$ cat src/shared/ssc_defs.svh
// constants for the stepper stop, status, index and input-read command block
`ifndef SSC_DEFS_SVH
`define SSC_DEFS_SVH
`define SSC_CH_PIPE      8'h7C
`define SSC_CH_CARET     8'h5E
`define SSC_CH_BRACE     8'h7B
`define SSC_CH_PLUS      8'h2B
`define SSC_CH_MINUS     8'h2D
`define SSC_CH_A_UP      8'h41
`define SSC_CH_A_LO      8'h61
`define SSC_CH_CR        8'h0D
`define SSC_CH_LF        8'h0A
`define SSC_CH_ZERO      8'h30
`define SSC_CH_ONE       8'h31
`define SSC_CH_NAK       8'h3F
`define SSC_POS_MAX      32'h7FFFFFFF
// register byte offsets
`define SSC_REG_CTRL     8'h00
`define SSC_REG_PROF     8'h04
`define SSC_REG_START    8'h08
`define SSC_REG_SLEW     8'h0C
`define SSC_REG_HOLD     8'h10
`define SSC_REG_STATUS   8'h14
`define SSC_REG_POS      8'h18
`define SSC_REG_TEMP     8'h1C
// control field positions
`define SSC_CTRL_MULTI   0
`define SSC_CTRL_PROG    1
`define SSC_CTRL_PENTRY  2
`define SSC_CTRL_RUNPRG  3
// reset values
`define SSC_RST_NAME     8'h41
`define SSC_RST_START    16'h0064
`define SSC_RST_SLEW     16'h03E8
`define SSC_RST_ACCEL    16'h0010
`define SSC_RST_HOLD     8'h64
// timing: hold delay tick is 10 ms at 40 MHz
`define SSC_TICK_MS      10
`define SSC_CLK_KHZ      40000
`define SSC_TICK_CYC     (`SSC_TICK_MS * `SSC_CLK_KHZ)
`endif

$ cat src/shared/ssc_pkg.sv
// types of the stepper command block
package ssc_pkg;
  typedef enum logic [2:0] {
    SSC_IDLE  = 3'b000,
    SSC_ADDR  = 3'b001,
    SSC_NUM   = 3'b010,
    SSC_LINE  = 3'b011,
    SSC_WAIT  = 3'b100
  } ssc_state_t;
  typedef enum logic [1:0] {
    SSC_OP_NONE = 2'b00,
    SSC_OP_PLUS = 2'b01,
    SSC_OP_MIN  = 2'b10,
    SSC_OP_INP  = 2'b11
  } ssc_op_t;
endpackage : ssc_pkg

$ cat src/shared/ssc_move_if.sv
// command path between parser and motion generator
`timescale 1ns/1ps
interface ssc_move_if;
  logic        start;
  logic        dir_neg;
  logic [30:0] count;
  logic        kill;
  logic        moving;
  logic        step;
  logic        run_cur;
  modport ctl (output start, output dir_neg, output count, output kill,
               input moving, input step, input run_cur);
  modport gen (input start, input dir_neg, input count, input kill,
               output moving, output step, output run_cur);
endinterface : ssc_move_if

$ cat src/ssc_motion.sv
// trapezoid step generator with hold-current settling timer
`timescale 1ns/1ps
`include "ssc_defs.svh"
module ssc_motion (
  input  wire logic        sys_clk_in,
  input  wire logic        resetn_in,
  ssc_move_if.gen          mv,
  input  wire logic [15:0] start_rate_in,
  input  wire logic [15:0] slew_rate_in,
  input  wire logic [15:0] accel_in,
  input  wire logic [7:0]  hold_ticks_in
);
  logic [30:0] left, next_left;
  logic [30:0] done_cnt, next_done_cnt;
  logic [15:0] rate, next_rate;
  logic [31:0] phase, next_phase;
  logic        moving, next_moving;
  logic        step, next_step;
  logic        run_cur, next_run_cur;
  logic [31:0] tick, next_tick;
  logic [7:0]  hold, next_hold;

  //////////////////////////////////////////////////////////////////////
  // rate accumulator: one step each time phase passes 40 M
  always_comb begin
    next_left     = left;
    next_done_cnt = done_cnt;
    next_rate     = rate;
    next_phase    = phase;
    next_moving   = moving;
    next_step     = 1'b0;
    next_run_cur  = run_cur;
    next_tick     = tick;
    next_hold     = hold;
    if (mv.kill) begin
      next_moving = 1'b0;                              // no ramp down [RQ3]
      next_left   = 31'h00000000;
    end else if (mv.start && !moving) begin
      next_run_cur  = 1'b1;                            // run current [RQ16]
      next_rate     = start_rate_in;                   // begin at start speed [RQ16]
      if (start_rate_in >= slew_rate_in) begin
        next_rate = slew_rate_in;                      // no accel phase [RQ17]
      end
      next_left     = mv.count;
      next_done_cnt = 31'h00000000;
      next_phase    = 32'h00000000;
      next_moving   = (mv.count != 31'h00000000);
      next_hold     = 8'h00;
      next_tick     = 32'h00000000;
    end else if (moving) begin
      next_phase = phase + {16'h0000, rate};
      if (phase >= 32'(`SSC_CLK_KHZ * 1000)) begin
        next_phase    = 32'h00000000;
        next_step     = 1'b1;
        next_left     = left - 31'h00000001;
        next_done_cnt = done_cnt + 31'h00000001;
        next_moving   = (left != 31'h00000001);
        next_hold     = 8'h00;                         // each step restarts wait [RQ19]
        next_tick     = 32'h00000000;
        // ramp down once remaining steps fall to the number of steps already taken [RQ18]
        if (left <= done_cnt && rate > start_rate_in && start_rate_in < slew_rate_in) begin
          next_rate = (rate - accel_in < start_rate_in) ? start_rate_in : rate - accel_in;
        end else if (rate < slew_rate_in) begin
          next_rate = (slew_rate_in - rate < accel_in) ? slew_rate_in : rate + accel_in;
        end
      end
    end else if (run_cur) begin
      next_tick = tick + 32'h00000001;
      if (tick == 32'(`SSC_TICK_CYC - 1)) begin
        next_tick = 32'h00000000;
        next_hold = hold + 8'h01;
        if (hold + 8'h01 >= hold_ticks_in) begin
          next_run_cur = 1'b0;                         // switch to hold current [RQ19]
        end
      end
    end
  end

  // state registers
  always_ff @(posedge sys_clk_in or negedge resetn_in) begin
    if (!resetn_in) begin
      left     <= 31'h00000000;
      done_cnt <= 31'h00000000;
      rate     <= 16'h0000;
      phase    <= 32'h00000000;
      moving   <= 1'b0;
      step     <= 1'b0;
      run_cur  <= 1'b0;
      tick     <= 32'h00000000;
      hold     <= 8'h00;
    end else begin
      left     <= next_left;
      done_cnt <= next_done_cnt;
      rate     <= next_rate;
      phase    <= next_phase;
      moving   <= next_moving;
      step     <= next_step;
      run_cur  <= next_run_cur;
      tick     <= next_tick;
      hold     <= next_hold;
    end
  end

  assign mv.moving  = moving;
  assign mv.step    = step;
  assign mv.run_cur = run_cur;
endmodule : ssc_motion

$ cat src/ssc_cmd.sv
// serial command interpreter: hard stop, status, temperature, index, input read
// How it works
// RQ1: pipe character 7C is a complete hard stop, no terminator needed.
// RQ2: hard stop acts only on the addressed or directly connected unit.
// RQ3: hard stop ends stepping at once without deceleration.
// RQ4: hard stop halts program, leaves program mode, idles in immediate mode.
// RQ5: hard stop in multi-axis mode keeps multi-axis mode.
// RQ6: hard stop leaves output configuration and levels alone.
// RQ7: hard stop sends no echo.
// RQ8: hard stop during program entry stores nothing and leaves entry mode.
// RQ9: hard stop accepted anytime alone; soft stop needs its own CR LF line. No soft stop command is decoded here.
// RQ10: status query answers 1 while stepping, 0 otherwise.
// RQ11: status query is rejected in program mode.
// RQ12: status reply is immediate and ignores the hold settling timer.
// RQ13: temperature query returns degrees Celsius near the driver.
// RQ14: plus index takes 0 to 2147483647 steps, relative move positive.
// RQ15: position counter wraps from max positive to most negative.
// RQ16: index waits for earlier motion, then run current and start speed.
// RQ17: start speed at or above slew skips acceleration.
// RQ18: otherwise accelerate, slew, decelerate, stop on target.
// RQ19: hold current after settling delay without steps; steps restart it.
// RQ20: program motion commands wait for earlier motion.
// RQ21: minus index mirrors plus index, magnitudes only.
// RQ22: input read packs inputs 1..4 into weights 1..8, low pin is 1.
// RQ23: host uses only a letter as the axis name prefix.
`timescale 1ns/1ps
`include "ssc_defs.svh"
module ssc_cmd (
  input  wire logic        sys_clk_in,
  input  wire logic        resetn_in,
  input  wire logic        rx_valid_in,
  input  wire logic [7:0]  rx_data_in,
  output logic             tx_valid_out,
  output logic [7:0]       tx_data_out,
  input  wire logic        tx_ready_in,
  input  wire logic [3:0]  input_n_in,
  input  wire logic [7:0]  temp_c_in,
  output logic             step_out,
  output logic             dir_out,
  output logic             run_current_out,
  output logic [31:0]      position_out,
  input  wire logic        awvalid,
  output logic             awready,
  input  wire logic [7:0]  awaddr,
  input  wire logic        wvalid,
  output logic             wready,
  input  wire logic [31:0] wdata,
  input  wire logic [3:0]  wstrb,
  output logic             bvalid,
  input  wire logic        bready,
  output logic [1:0]       bresp,
  input  wire logic        arvalid,
  output logic             arready,
  input  wire logic [7:0]  araddr,
  output logic             rvalid,
  input  wire logic        rready,
  output logic [31:0]      rdata,
  output logic [1:0]       rresp
);
  ssc_move_if mv ();

  logic [3:0]  in_s1, in_s2;
  logic [7:0]  t_s1, t_s2;
  ssc_pkg::ssc_state_t st, next_st;
  ssc_pkg::ssc_op_t    op, next_op;
  logic [31:0] num, next_num;
  logic        pend, next_pend;
  logic [7:0]  tx, next_tx;
  logic        txv, next_txv;
  logic [3:0]  ctrl, next_ctrl;
  logic [7:0]  name, next_name;
  logic [31:0] pos, next_pos;
  logic        dir, next_dir;
  logic        start, kill;
  logic [15:0] r_start, r_slew, r_accel;
  logic [7:0]  r_hold;
  logic        aw_hit, wr_go;
  logic [31:0] rd_val;
  logic [3:0]  sw_ctrl;
  logic        sw_ctrl_we;

  // true when byte is a letter usable as unit name
  function automatic logic is_letter(input logic [7:0] c);
    is_letter = (c >= 8'h41 && c <= 8'h5A) || (c >= 8'h61 && c <= 8'h7A); // [RQ23]
  endfunction : is_letter

  //////////////////////////////////////////////////////////////////////
  // pin and temperature synchronisers
  always_ff @(posedge sys_clk_in or negedge resetn_in) begin
    if (!resetn_in) begin
      in_s1 <= 4'hF;
      in_s2 <= 4'hF;
      t_s1  <= 8'h00;
      t_s2  <= 8'h00;
    end else begin
      in_s1 <= input_n_in;
      in_s2 <= in_s1;
      t_s1  <= temp_c_in;
      t_s2  <= t_s1;
    end
  end

  //////////////////////////////////////////////////////////////////////
  // motion generator
  ssc_motion u_motion (
    .sys_clk_in    (sys_clk_in),
    .resetn_in     (resetn_in),
    .mv            (mv.gen),
    .start_rate_in (r_start),
    .slew_rate_in  (r_slew),
    .accel_in      (r_accel),
    .hold_ticks_in (r_hold)
  );
  assign mv.start   = start;
  assign mv.dir_neg = dir;
  assign mv.count   = num[30:0];
  assign mv.kill    = kill;

  //////////////////////////////////////////////////////////////////////
  // character parser; addressed when single-axis or name prefix matched
  always_comb begin
    next_st   = st;
    next_op   = op;
    next_num  = num;
    next_pend = pend;
    next_tx   = tx;
    next_txv  = txv && !tx_ready_in;
    next_ctrl = sw_ctrl_we ? sw_ctrl : ctrl;
    next_dir  = dir;
    start     = 1'b0;
    kill      = 1'b0;
    if (rx_valid_in) begin
      if (rx_data_in == `SSC_CH_PIPE && (st == ssc_pkg::SSC_ADDR || !ctrl[`SSC_CTRL_MULTI])) begin
        // lone character, addressed unit only, no echo [RQ1] [RQ2] [RQ7] [RQ9]
        kill      = 1'b1;                                  // [RQ3]
        next_pend = 1'b0;
        next_ctrl[`SSC_CTRL_PROG]   = 1'b0;                // [RQ4]
        next_ctrl[`SSC_CTRL_RUNPRG] = 1'b0;                // [RQ4]
        next_ctrl[`SSC_CTRL_PENTRY] = 1'b0;                // nothing stored [RQ8]
        next_ctrl[`SSC_CTRL_MULTI]  = ctrl[`SSC_CTRL_MULTI]; // mode kept [RQ5]
        next_st   = ctrl[`SSC_CTRL_MULTI] ? ssc_pkg::SSC_IDLE : ssc_pkg::SSC_ADDR;
      end else begin
        case (st)
          ssc_pkg::SSC_IDLE: begin
            if (!ctrl[`SSC_CTRL_MULTI] || (is_letter(rx_data_in) && rx_data_in == name)) begin
              next_st = ssc_pkg::SSC_ADDR;
            end else if (rx_data_in != `SSC_CH_CR && rx_data_in != `SSC_CH_LF) begin
              next_st = ssc_pkg::SSC_LINE;                 // other unit: skip line
            end
          end
          ssc_pkg::SSC_ADDR: begin
            next_num = 32'h00000000;
            next_op  = ssc_pkg::SSC_OP_NONE;
            if (rx_data_in == `SSC_CH_CARET) begin
              next_txv = 1'b1;                             // answer at once [RQ12]
              if (ctrl[`SSC_CTRL_PROG]) begin
                next_tx = `SSC_CH_NAK;                     // invalid here [RQ11]
              end else begin
                next_tx = mv.moving ? `SSC_CH_ONE : `SSC_CH_ZERO; // [RQ10]
              end
            end else if (rx_data_in == `SSC_CH_BRACE) begin
              next_txv = 1'b1;
              next_tx  = t_s2;                             // degrees Celsius [RQ13]
            end else if (rx_data_in == `SSC_CH_PLUS) begin
              next_op = ssc_pkg::SSC_OP_PLUS;
              next_st = ssc_pkg::SSC_NUM;
            end else if (rx_data_in == `SSC_CH_MINUS) begin
              next_op = ssc_pkg::SSC_OP_MIN;               // [RQ21]
              next_st = ssc_pkg::SSC_NUM;
            end else if (rx_data_in == `SSC_CH_A_UP || rx_data_in == `SSC_CH_A_LO) begin
              next_op = ssc_pkg::SSC_OP_INP;
              next_st = ssc_pkg::SSC_NUM;
            end else if (rx_data_in != `SSC_CH_CR && rx_data_in != `SSC_CH_LF) begin
              next_st = ssc_pkg::SSC_LINE;                 // other command: skip line
            end
          end
          ssc_pkg::SSC_NUM: begin
            if (rx_data_in >= `SSC_CH_ZERO && rx_data_in <= 8'h39) begin
              next_num = 32'(num * 32'h0000000A) + {28'h0000000, rx_data_in[3:0]};
              if (next_num > `SSC_POS_MAX) begin
                next_num = `SSC_POS_MAX;                   // range limit [RQ14]
              end
            end else if (rx_data_in == `SSC_CH_CR || rx_data_in == `SSC_CH_LF) begin
              if (op == ssc_pkg::SSC_OP_INP) begin
                next_txv = 1'b1;
                next_tx  = {4'h0, ~in_s2};                 // low pin reads 1 [RQ22]
              end else begin
                next_pend = 1'b1;
                next_dir  = (op == ssc_pkg::SSC_OP_MIN);
              end
              next_st = ctrl[`SSC_CTRL_MULTI] ? ssc_pkg::SSC_IDLE : ssc_pkg::SSC_ADDR;
            end
          end
          default: begin
            if (rx_data_in == `SSC_CH_CR || rx_data_in == `SSC_CH_LF) begin
              next_st = ctrl[`SSC_CTRL_MULTI] ? ssc_pkg::SSC_IDLE : ssc_pkg::SSC_ADDR;
            end
          end
        endcase
      end
    end
    if (sw_ctrl_we && !kill && sw_ctrl[`SSC_CTRL_MULTI] != ctrl[`SSC_CTRL_MULTI]) begin
      next_st = sw_ctrl[`SSC_CTRL_MULTI] ? ssc_pkg::SSC_IDLE : ssc_pkg::SSC_ADDR;
    end
    // queued move leaves only after earlier motion has ended [RQ16] [RQ20]
    if (pend && !mv.moving && !kill) begin
      start     = 1'b1;
      next_pend = 1'b0;
    end
  end

  //////////////////////////////////////////////////////////////////////
  // signed position counter, wraps both ways [RQ15] [RQ21]
  always_comb begin
    next_pos = pos;
    if (mv.step) begin
      next_pos = dir ? pos - 32'h00000001 : pos + 32'h00000001;
    end
  end

  // parser and position registers
  always_ff @(posedge sys_clk_in or negedge resetn_in) begin
    if (!resetn_in) begin
      st   <= ssc_pkg::SSC_ADDR;
      op   <= ssc_pkg::SSC_OP_NONE;
      num  <= 32'h00000000;
      pend <= 1'b0;
      tx   <= 8'h00;
      txv  <= 1'b0;
      ctrl <= 4'h0;
      dir  <= 1'b0;
      pos  <= 32'h00000000;
    end else begin
      st   <= next_st;
      op   <= next_op;
      num  <= next_num;
      pend <= next_pend;
      tx   <= next_tx;
      txv  <= next_txv;
      ctrl <= next_ctrl;
      dir  <= next_dir;
      pos  <= next_pos;
    end
  end

  //////////////////////////////////////////////////////////////////////
  // axi4-lite slave: write taken when address and data both present
  assign aw_hit  = awvalid && wvalid && !bvalid;
  assign awready = aw_hit;
  assign wready  = aw_hit;
  assign wr_go   = aw_hit;
  assign arready = !rvalid;
  assign bresp   = 2'b00;
  assign rresp   = 2'b00;
  assign sw_ctrl_we = wr_go && awaddr == `SSC_REG_CTRL && wstrb[0];
  assign sw_ctrl    = wdata[3:0];

  // readable view of block state
  always_comb begin
    if (araddr == `SSC_REG_CTRL) begin
      rd_val = {16'h0000, name, 4'h0, ctrl};
    end else if (araddr == `SSC_REG_PROF) begin
      rd_val = {16'h0000, r_accel};
    end else if (araddr == `SSC_REG_START) begin
      rd_val = {16'h0000, r_start};
    end else if (araddr == `SSC_REG_SLEW) begin
      rd_val = {16'h0000, r_slew};
    end else if (araddr == `SSC_REG_HOLD) begin
      rd_val = {24'h000000, r_hold};
    end else if (araddr == `SSC_REG_STATUS) begin
      rd_val = {24'h000000, pend, mv.run_cur, mv.moving, dir, ~in_s2};
    end else if (araddr == `SSC_REG_POS) begin
      rd_val = pos;
    end else if (araddr == `SSC_REG_TEMP) begin
      rd_val = {24'h000000, t_s2};
    end else begin
      rd_val = 32'h00000000;
    end
  end

  // bus registers and profile settings
  always_ff @(posedge sys_clk_in or negedge resetn_in) begin
    if (!resetn_in) begin
      bvalid  <= 1'b0;
      rvalid  <= 1'b0;
      rdata   <= 32'h00000000;
      name    <= `SSC_RST_NAME;
      r_start <= `SSC_RST_START;
      r_slew  <= `SSC_RST_SLEW;
      r_accel <= `SSC_RST_ACCEL;
      r_hold  <= `SSC_RST_HOLD;
    end else begin
      bvalid <= wr_go || (bvalid && !bready);
      if (arvalid && !rvalid) begin
        rvalid <= 1'b1;
        rdata  <= rd_val;
      end else if (rready) begin
        rvalid <= 1'b0;
      end
      if (wr_go && awaddr == `SSC_REG_CTRL && wstrb[1]) begin
        name <= wdata[15:8];
      end
      if (wr_go && awaddr == `SSC_REG_PROF) begin
        r_accel <= wdata[15:0];
      end
      if (wr_go && awaddr == `SSC_REG_START) begin
        r_start <= wdata[15:0];
      end
      if (wr_go && awaddr == `SSC_REG_SLEW) begin
        r_slew <= wdata[15:0];
      end
      if (wr_go && awaddr == `SSC_REG_HOLD) begin
        r_hold <= wdata[7:0];
      end
    end
  end

  // outputs; output-port logic is untouched by stop [RQ6]
  assign tx_valid_out    = txv;
  assign tx_data_out     = tx;
  assign step_out        = mv.step;
  assign dir_out         = dir;
  assign run_current_out = mv.run_cur;
  assign position_out    = pos;
endmodule : ssc_cmd

$ cat config.mk
export PLATFORM = sky130hd
export DESIGN_NAME = ssc_cmd
export DESIGN_NICKNAME = d
export VERILOG_FILES = /design/src/shared/ssc_pkg.sv /design/src/shared/ssc_move_if.sv /design/src/ssc_motion.sv /design/src/ssc_cmd.sv
export VERILOG_INCLUDE_DIRS = /design/src /design/src/shared
export SDC_FILE = /design/constraint.sdc
export NUM_CORES = 1
export LEC_CHECK = 0
export ABC_AREA = 1
export BUFFER_PORTS_ARGS = -buffer_cell sky130_fd_sc_hd__buf_4
export CORE_AREA = 2 2 216 218
export DETAILED_ROUTE_END_ITERATION = 12
export DIE_AREA = 0 0 218 220
export PLACE_DENSITY = 0.81
export SKIP_CTS_REPAIR_TIMING = 1
export SYNTH_ARGS = -nofsm -noshare
export SYNTH_HDL_FRONTEND = slang
export SYNTH_SLANG_ARGS = --single-unit
export TNS_END_PERCENT = 50
$ cat constraint.sdc
create_clock -name sys_clk_in -period 4.7 [get_ports sys_clk_in]
set_input_delay 0.47 -clock sys_clk_in [delete_from_list [all_inputs] [get_ports sys_clk_in]]
set_output_delay 0.47 -clock sys_clk_in [all_outputs]
set_load 0.005 [all_outputs]
# Word-level counts from Yosys, hierarchy flattened
# Index checks and enable logic that the tools add are counted.
dict set report classes {
  n_addsub 11
  n_eq_ne 43
  magnitude_cmp 16
  n_bitwise 5
  n_reduce_logical 68
  n_mul 1
  muxes 104
}
# operator n
set ops {}
lappend ops {{2-to-1 mux 32 bit} 18}
lappend ops {{2-to-1 mux 31 bit} 7}
lappend ops {{2-to-1 mux 16 bit} 8}
lappend ops {{2-to-1 mux 8 bit} 11}
lappend ops {{adder 32 x 1 -> 32 bit, second input constant} 2}
lappend ops {{less-than comparator 16 bit} 4}
lappend ops {{one-hot mux 32 bit (2 select lines)} 1}
lappend ops {{== test 8 x 4 -> 1 bit, second input constant} 6}
lappend ops {{== test 8 x 5 -> 1 bit, second input constant} 5}
lappend ops {{== test 8 x 7 -> 1 bit, second input constant} 5}
lappend ops {{2-to-1 mux 3 bit} 12}
lappend ops {{2-to-1 mux 1 bit} 35}
lappend ops {{adder 32 x 16 -> 32 bit} 1}
lappend ops {{adder 32 x 4 -> 32 bit} 1}
lappend ops {{== test 32 x 19 -> 1 bit, second input constant} 1}
lappend ops {{>= comparator 32 x 26 -> 1 bit, second input constant} 1}
lappend ops {{greater-than comparator 32 x 31 -> 1 bit, second input constant} 1}
lappend ops {{multiplier 32 x 3 -> 31 bit, second input constant} 1}
lappend ops {{subtractor 16 bit} 2}
lappend ops {{subtractor 32 x 1 -> 32 bit, second input constant} 1}
lappend ops {{adder 31 x 1 -> 31 bit, second input constant} 1}
lappend ops {{<= comparator 31 bit} 1}
lappend ops {{inequality test 31 x 1 -> 1 bit, second input constant} 1}
lappend ops {{nonzero test 31 bit} 1}
lappend ops {{other kinds (44)} 121}
dict set report totals {
  output_inout_bits 85
  in_bits 81
  word_cells 279
  regBits 359
}

# Longest topological paths before layout
dict set report depth {
  depth_word 12
  depth_mapped 26
  depth_no_buf 25
}

# Modules after synthesis
# From an unflattened synthesis, not the netlist that was laid out.
dict set report hier_totals {
  cells_unflattened 4396
  hier_area_um2 29901.2
}
# module seq_area_each_um2 cells_each n_inst area_per_inst_um2
set modules_own_cells {}
lappend modules_own_cells {ssc_motion 3828.7 2439 1 15929.0}
lappend modules_own_cells {ssc_cmd 5159.9 1957 1 13972.2}

# Worst setup path before layout
# No wires, ideal clock.
dict set report synth_path {
  path_kind {register -> register}
  from {reg u_motion.rate[7]}
  to {reg u_motion.rate[12]}
  setup_time_ns 0.116
  stages_incl_launch_ff 24
  setup_slack_ns 1.354
  synth_period_minus_slack_ns 3.346
  n_path_buf 2
  required_ns 4.584
  t_arrival_ns 3.230
  cell_sequence {dfrtp_1 -> ha_1 -> clkbuf_1 -> inv_1 -> nor3_1 -> o21ai_0 -> nand3_1 -> nand3_1 -> nand2_1 -> xor2_1 -> inv_1 -> ha_1 -> nand4_1 -> nor3_1 -> nand2_1 -> nand2_1 -> clkbuf_1 -> inv_1 -> nand2_1 -> o21ai_0 -> nand2_1 -> nand3_1 -> nand2_1 -> nand2_1}
}
dict set report synth_via {
  elab_chain_len 8
  elab_cells_between_ends 18
  classes_between {add/sub (3); order compare (4); mux (7); reduce/logical (4)}
}
# item line_no
set synth_rtl {}
lappend synth_rtl {{start, declared} ssc_motion.sv:15} ;# logic [15:0] rate, next_rate;
lappend synth_rtl {{start signal, assigned} ssc_motion.sv:94} ;# rate <= next_rate;
lappend synth_rtl {{subtractor 16 bit} ssc_motion.sv:64} ;# next_rate = (slew_rate_in - rate < accel_in) ? slew_rate_in : rate + accel_in;
lappend synth_rtl {{less-than comparator 16 bit} ssc_motion.sv:64}
lappend synth_rtl {{2-to-1 mux 16 bit} ssc_motion.sv:64}
lappend synth_rtl {{2-to-1 mux 16 bit} ssc_motion.sv:63} ;# end else if (rate < slew_rate_in) begin
lappend synth_rtl {{2-to-1 mux 16 bit} ssc_motion.sv:61} ;# if (left <= done_cnt && rate > start_rate_in && start_rate_in < slew_rate_in) begin
lappend synth_rtl {{2-to-1 mux 16 bit} ssc_motion.sv:52} ;# if (phase >= 32'(`SSC_CLK_KHZ * 1000)) begin
lappend synth_rtl {{2-to-1 mux 16 bit} ssc_motion.sv:50} ;# end else if (moving) begin
lappend synth_rtl {{2-to-1 mux 16 bit} ssc_motion.sv:38} ;# end else if (mv.start && !moving) begin
# Parallel ways exist; a longest one is shown, timed or not. The select of a mux whose other input is x is not followed.
# A chain may end at the register's enable or synchronous reset.

# Final worst setup path
dict set report layout_path {
  from {reg r_slew[0]}
  to {reg u_motion.rate[6]}
}
dict set report layout_via {
  elab_chain_len 8
  elab_cells_between_ends 15
  classes_between {add/sub (1); order compare (4); mux (7); reduce/logical (3)}
}
# item line_no
set layout_rtl {}
lappend layout_rtl {{start, declared} ssc_cmd.sv:75} ;# logic [15:0] r_start, r_slew, r_accel;
lappend layout_rtl {{start signal, assigned} ssc_cmd.sv:289} ;# r_slew <= `SSC_RST_SLEW;
lappend layout_rtl {{start signal, assigned} ssc_cmd.sv:310} ;# r_slew <= wdata[15:0];
lappend layout_rtl {{subtractor 16 bit} ssc_motion.sv:64}
lappend layout_rtl {{less-than comparator 16 bit} ssc_motion.sv:64}
lappend layout_rtl {{2-to-1 mux 16 bit} ssc_motion.sv:64}
lappend layout_rtl {{2-to-1 mux 16 bit} ssc_motion.sv:63}
lappend layout_rtl {{2-to-1 mux 16 bit} ssc_motion.sv:61}
lappend layout_rtl {{2-to-1 mux 16 bit} ssc_motion.sv:52}
lappend layout_rtl {{2-to-1 mux 16 bit} ssc_motion.sv:50}
lappend layout_rtl {{2-to-1 mux 16 bit} ssc_motion.sv:38}
# Parallel ways exist; a longest one is shown, timed or not. The select of a mux whose other input is x is not followed.

==> flow_summary.ini <==
[floorplanning]
initial_utilization = 0.620
die_width_um = 218
num_rows = 79
chipHeight_um = 220
core-area_sq_um = 45900
num_io_pins = 166
dieArea_sq_um = 48000

[routing]
first_pass_iters = 6
routedWlPerCell_um = 17.0
avgViaCountPerCell = 5.76
drtIter0Drc = 2655
num_vias = 27819
drc = 0
wl_um = 81900
drtAntennaViolNets = 0

[place]
portBuffers = 143
pre_cts_slack_ns = 0.731
dp.cells = 4741
hpwlAfterDp_um = 62800
place.gp.congestion = 0.998

[setup_path]
start_kind = flop
crit_chain = inv_1 > ha_1 > inv_1 > fa_1 > a21oi_1 > o21bai_1 > nand2_1 > nand2_1 > a21oi_1 > o21bai_1 > xor2_1 > ha_1 > nand2_1 > inv_1 > nand3_1 > inv_1 > a21oi_1 > nand2_1 > inv_1 > nand2_1 > o211ai_1 > nand3_1 > nand2_1 > nand2_1
setup.worst_path.end_class = flop
crit_family = compound AO/OA/AOI/OAI gates
cp.arrival_ns = 4.53
crit_cells = 24
criticalPathCategory = reg2reg
cp_slowest_stage_delay_ns = 0.50
path_max_fanout = 20
cp_num_buf_inv = 5
r2r_start = r_slew[0]
worstPathRequired_ns = 5.16
reg2reg_depth = 24
crit_start = r_slew[0]
slowest_stage = inv_1
crit_top_cell = nand2_1

[power]
vdd_drop_max_mv = 0.265
leakagePower_nw = 16.8
powerDensity_nw_per_um2 = 265

[logic_synthesis]
synth_ff_type = dfrtp_1
synth_simple_gate_area_share = 0.282
synth_xor_xnor_area_share = 0.0468
async_flop_share = 1.00
ys_seq_elements = 358
yosys_warnings = 0
synth.most_common_cell = nand2_1
ys_seq_area_frac = 0.316
synthTopCellsByArea = dfrtp_1 29%, nand2_1 15%, ha_1 11%
synth_edf_count = 0
synth_top_family_by_area = simple AND/OR/NAND/NOR gates
synthCells = 4063
synthMuxAreaShare = 0.00181
synth-compound-area-share = 0.147
synth_area_per_cell_sq_um = 6.99
synthTopCellsByCount = 1100 x nand2_1, 525 x inv_1, 343 x nor2_1, 334 x dfrtp_1, 324 x o21ai_0
netlist.area_leader.share = 0.294
synth-adder-area-share = 0.118
synth_top_cell_by_area = dfrtp_1
syn-cell-area_sq_um = 28400
synth_cell_types = 60

[sta]
hold_viol = 0
worstMarginPinSlew_ns = 1.07
setup_viol = 0
finalMaxSlewViolations = 0
skew_ns = 0.0192
period_share = 0.866
fmax_ghz = 0.246
worst_slack_ns = 0.628
period_needed_ns = 4.07
rsz0062_at_grt = no
slew_headroom = 0.286
setup_tns_ns = 0

[global_routing]
grt_usage = 0.342
grt_antenna_before_repair = 1
grt_pass1_vias = 26052
grt_max_degree = 129
grt-ovfl-total = 0
grt_pass1_wl_um = 132000

[cts]
clockBufferDepth = 3
cts_tree = yes
path_clk_slew_ns = 0.06
cts_buffers = 41
cts.htree.levels = 2
ctsRootBufferMaster = clkbuf_16
clock-sinks = 358
clk_latency_ns = 0.57

[worst_hold_path]
hp-class = in2reg
min-delay-start = temp_c_in[7]
hold_depth = 1

[final_layout]
drive_gt1_frac = 0.0754
fin_nets = 4530
final_cells = 4826
syn_to_final_growth_pct = 10.8

[job]
drv_cap = 0

[outcome]
status = finished clean
-- cell usage in the layout, fill, tap and decap left out, drive strengths merged, types with 9 or more instances in the layout --
cell type	n
a21oi	243
dlygate4sd3	9
a21o	9
nor4	38
nand2	1114
clkbuf	56
a221oi	15
o211ai	28
or2	10
clkinv	12
o21bai	11
o22ai	37
dfstp	24
nand3b	10
nor3	75
buf	167
xnor2	25
a31oi	17
nor2	359
inv	537
o31ai	10
nand3	204
dfrtp	334
xor2	127
ha	256
o21ai	332
nand4	84
-- per-stage QoR --
stage	power, mW	hold slack [ns]	utilization	instance area, sq um
global placement	4.96	0.333	0.654	30000
floorplan	4.49	0.174	-	28400
finish	8.33	0.00396	0.686	31500
global route	8.72	0.000227	0.686	31500
CTS	8.33	-0.135	0.684	31400
detailed placement	5.00	0.335	0.654	30000
-- final timing paths --
check	end	slack, ns
max in group asynchronous	num[29]	3.18
worst min register to register	t_s2[3]	0.35
worst max-delay path	u_motion.rate[6]	0.63
worst max register to register	u_motion.rate[6]	0.63
worst min-delay path	t_s1[7]	0.004
min in group asynchronous	u_motion.rate[7]	0.46
-- cell type report --
cell class                 instances  area [sq um]
tap                              607           759
fill                            3986         14400
inverter                         538          2020
clock inverter                    19           234
sequential                       358          8990
timing repair buffer             176          1380
antenna                            1          2.50
multi-input combinational       3071         16900
clock buffer                      56          1160
-- where the power goes --
part	internal, mW	switching, mW
clock	1.97	1.38
sequential	3.22	0.137
combinational	0.574	1.05
-- metal layers --
metal  GRT usage  vias to the layer above  part of all wire  wire, um
met2       0.538                     1060              0.44     36000
met5           0                        -                 0         0
met1       0.474                    12855              0.44     36300
li1            -                    13712                 -         -
met4       0.124                        0             0.034      2810
met3      0.0605                      192             0.084      6860
-- cells by family (layout without fill, tap and decap cells) --
logic type               count (synthesis)  in the layout
adder cells (fa/ha/maj)                263            263
buffers and inverters                  637            789
multiplexers                             5              5
flip-flops                             358            358
XOR/XNOR                               152            152
AND/OR/NAND/NOR                       1898           1898
AO/OA/AOI/OAI                          749            749
other                                    1              5
-- sequential cells by signal, indices dropped and copies added (netlist names), 8 cells and up --
| signal | flops |
|---|---|
| u_motion.rate | 16 |
| tx_data_out | 8 |
| u_motion.tick | 32 |
| r_hold | 8 |
| position_out | 32 |
| r_accel | 16 |
| r_start | 16 |
| rdata | 32 |
| u_motion.left | 31 |
| num | 31 |
| t_s2 | 8 |
| u_motion.hold | 8 |
| r_slew | 16 |
| u_motion.phase | 32 |
| t_s1 | 8 |
| name | 8 |
| u_motion.done_cnt | 31 |
No activity file was read; power rests on OpenSTA's default activity.
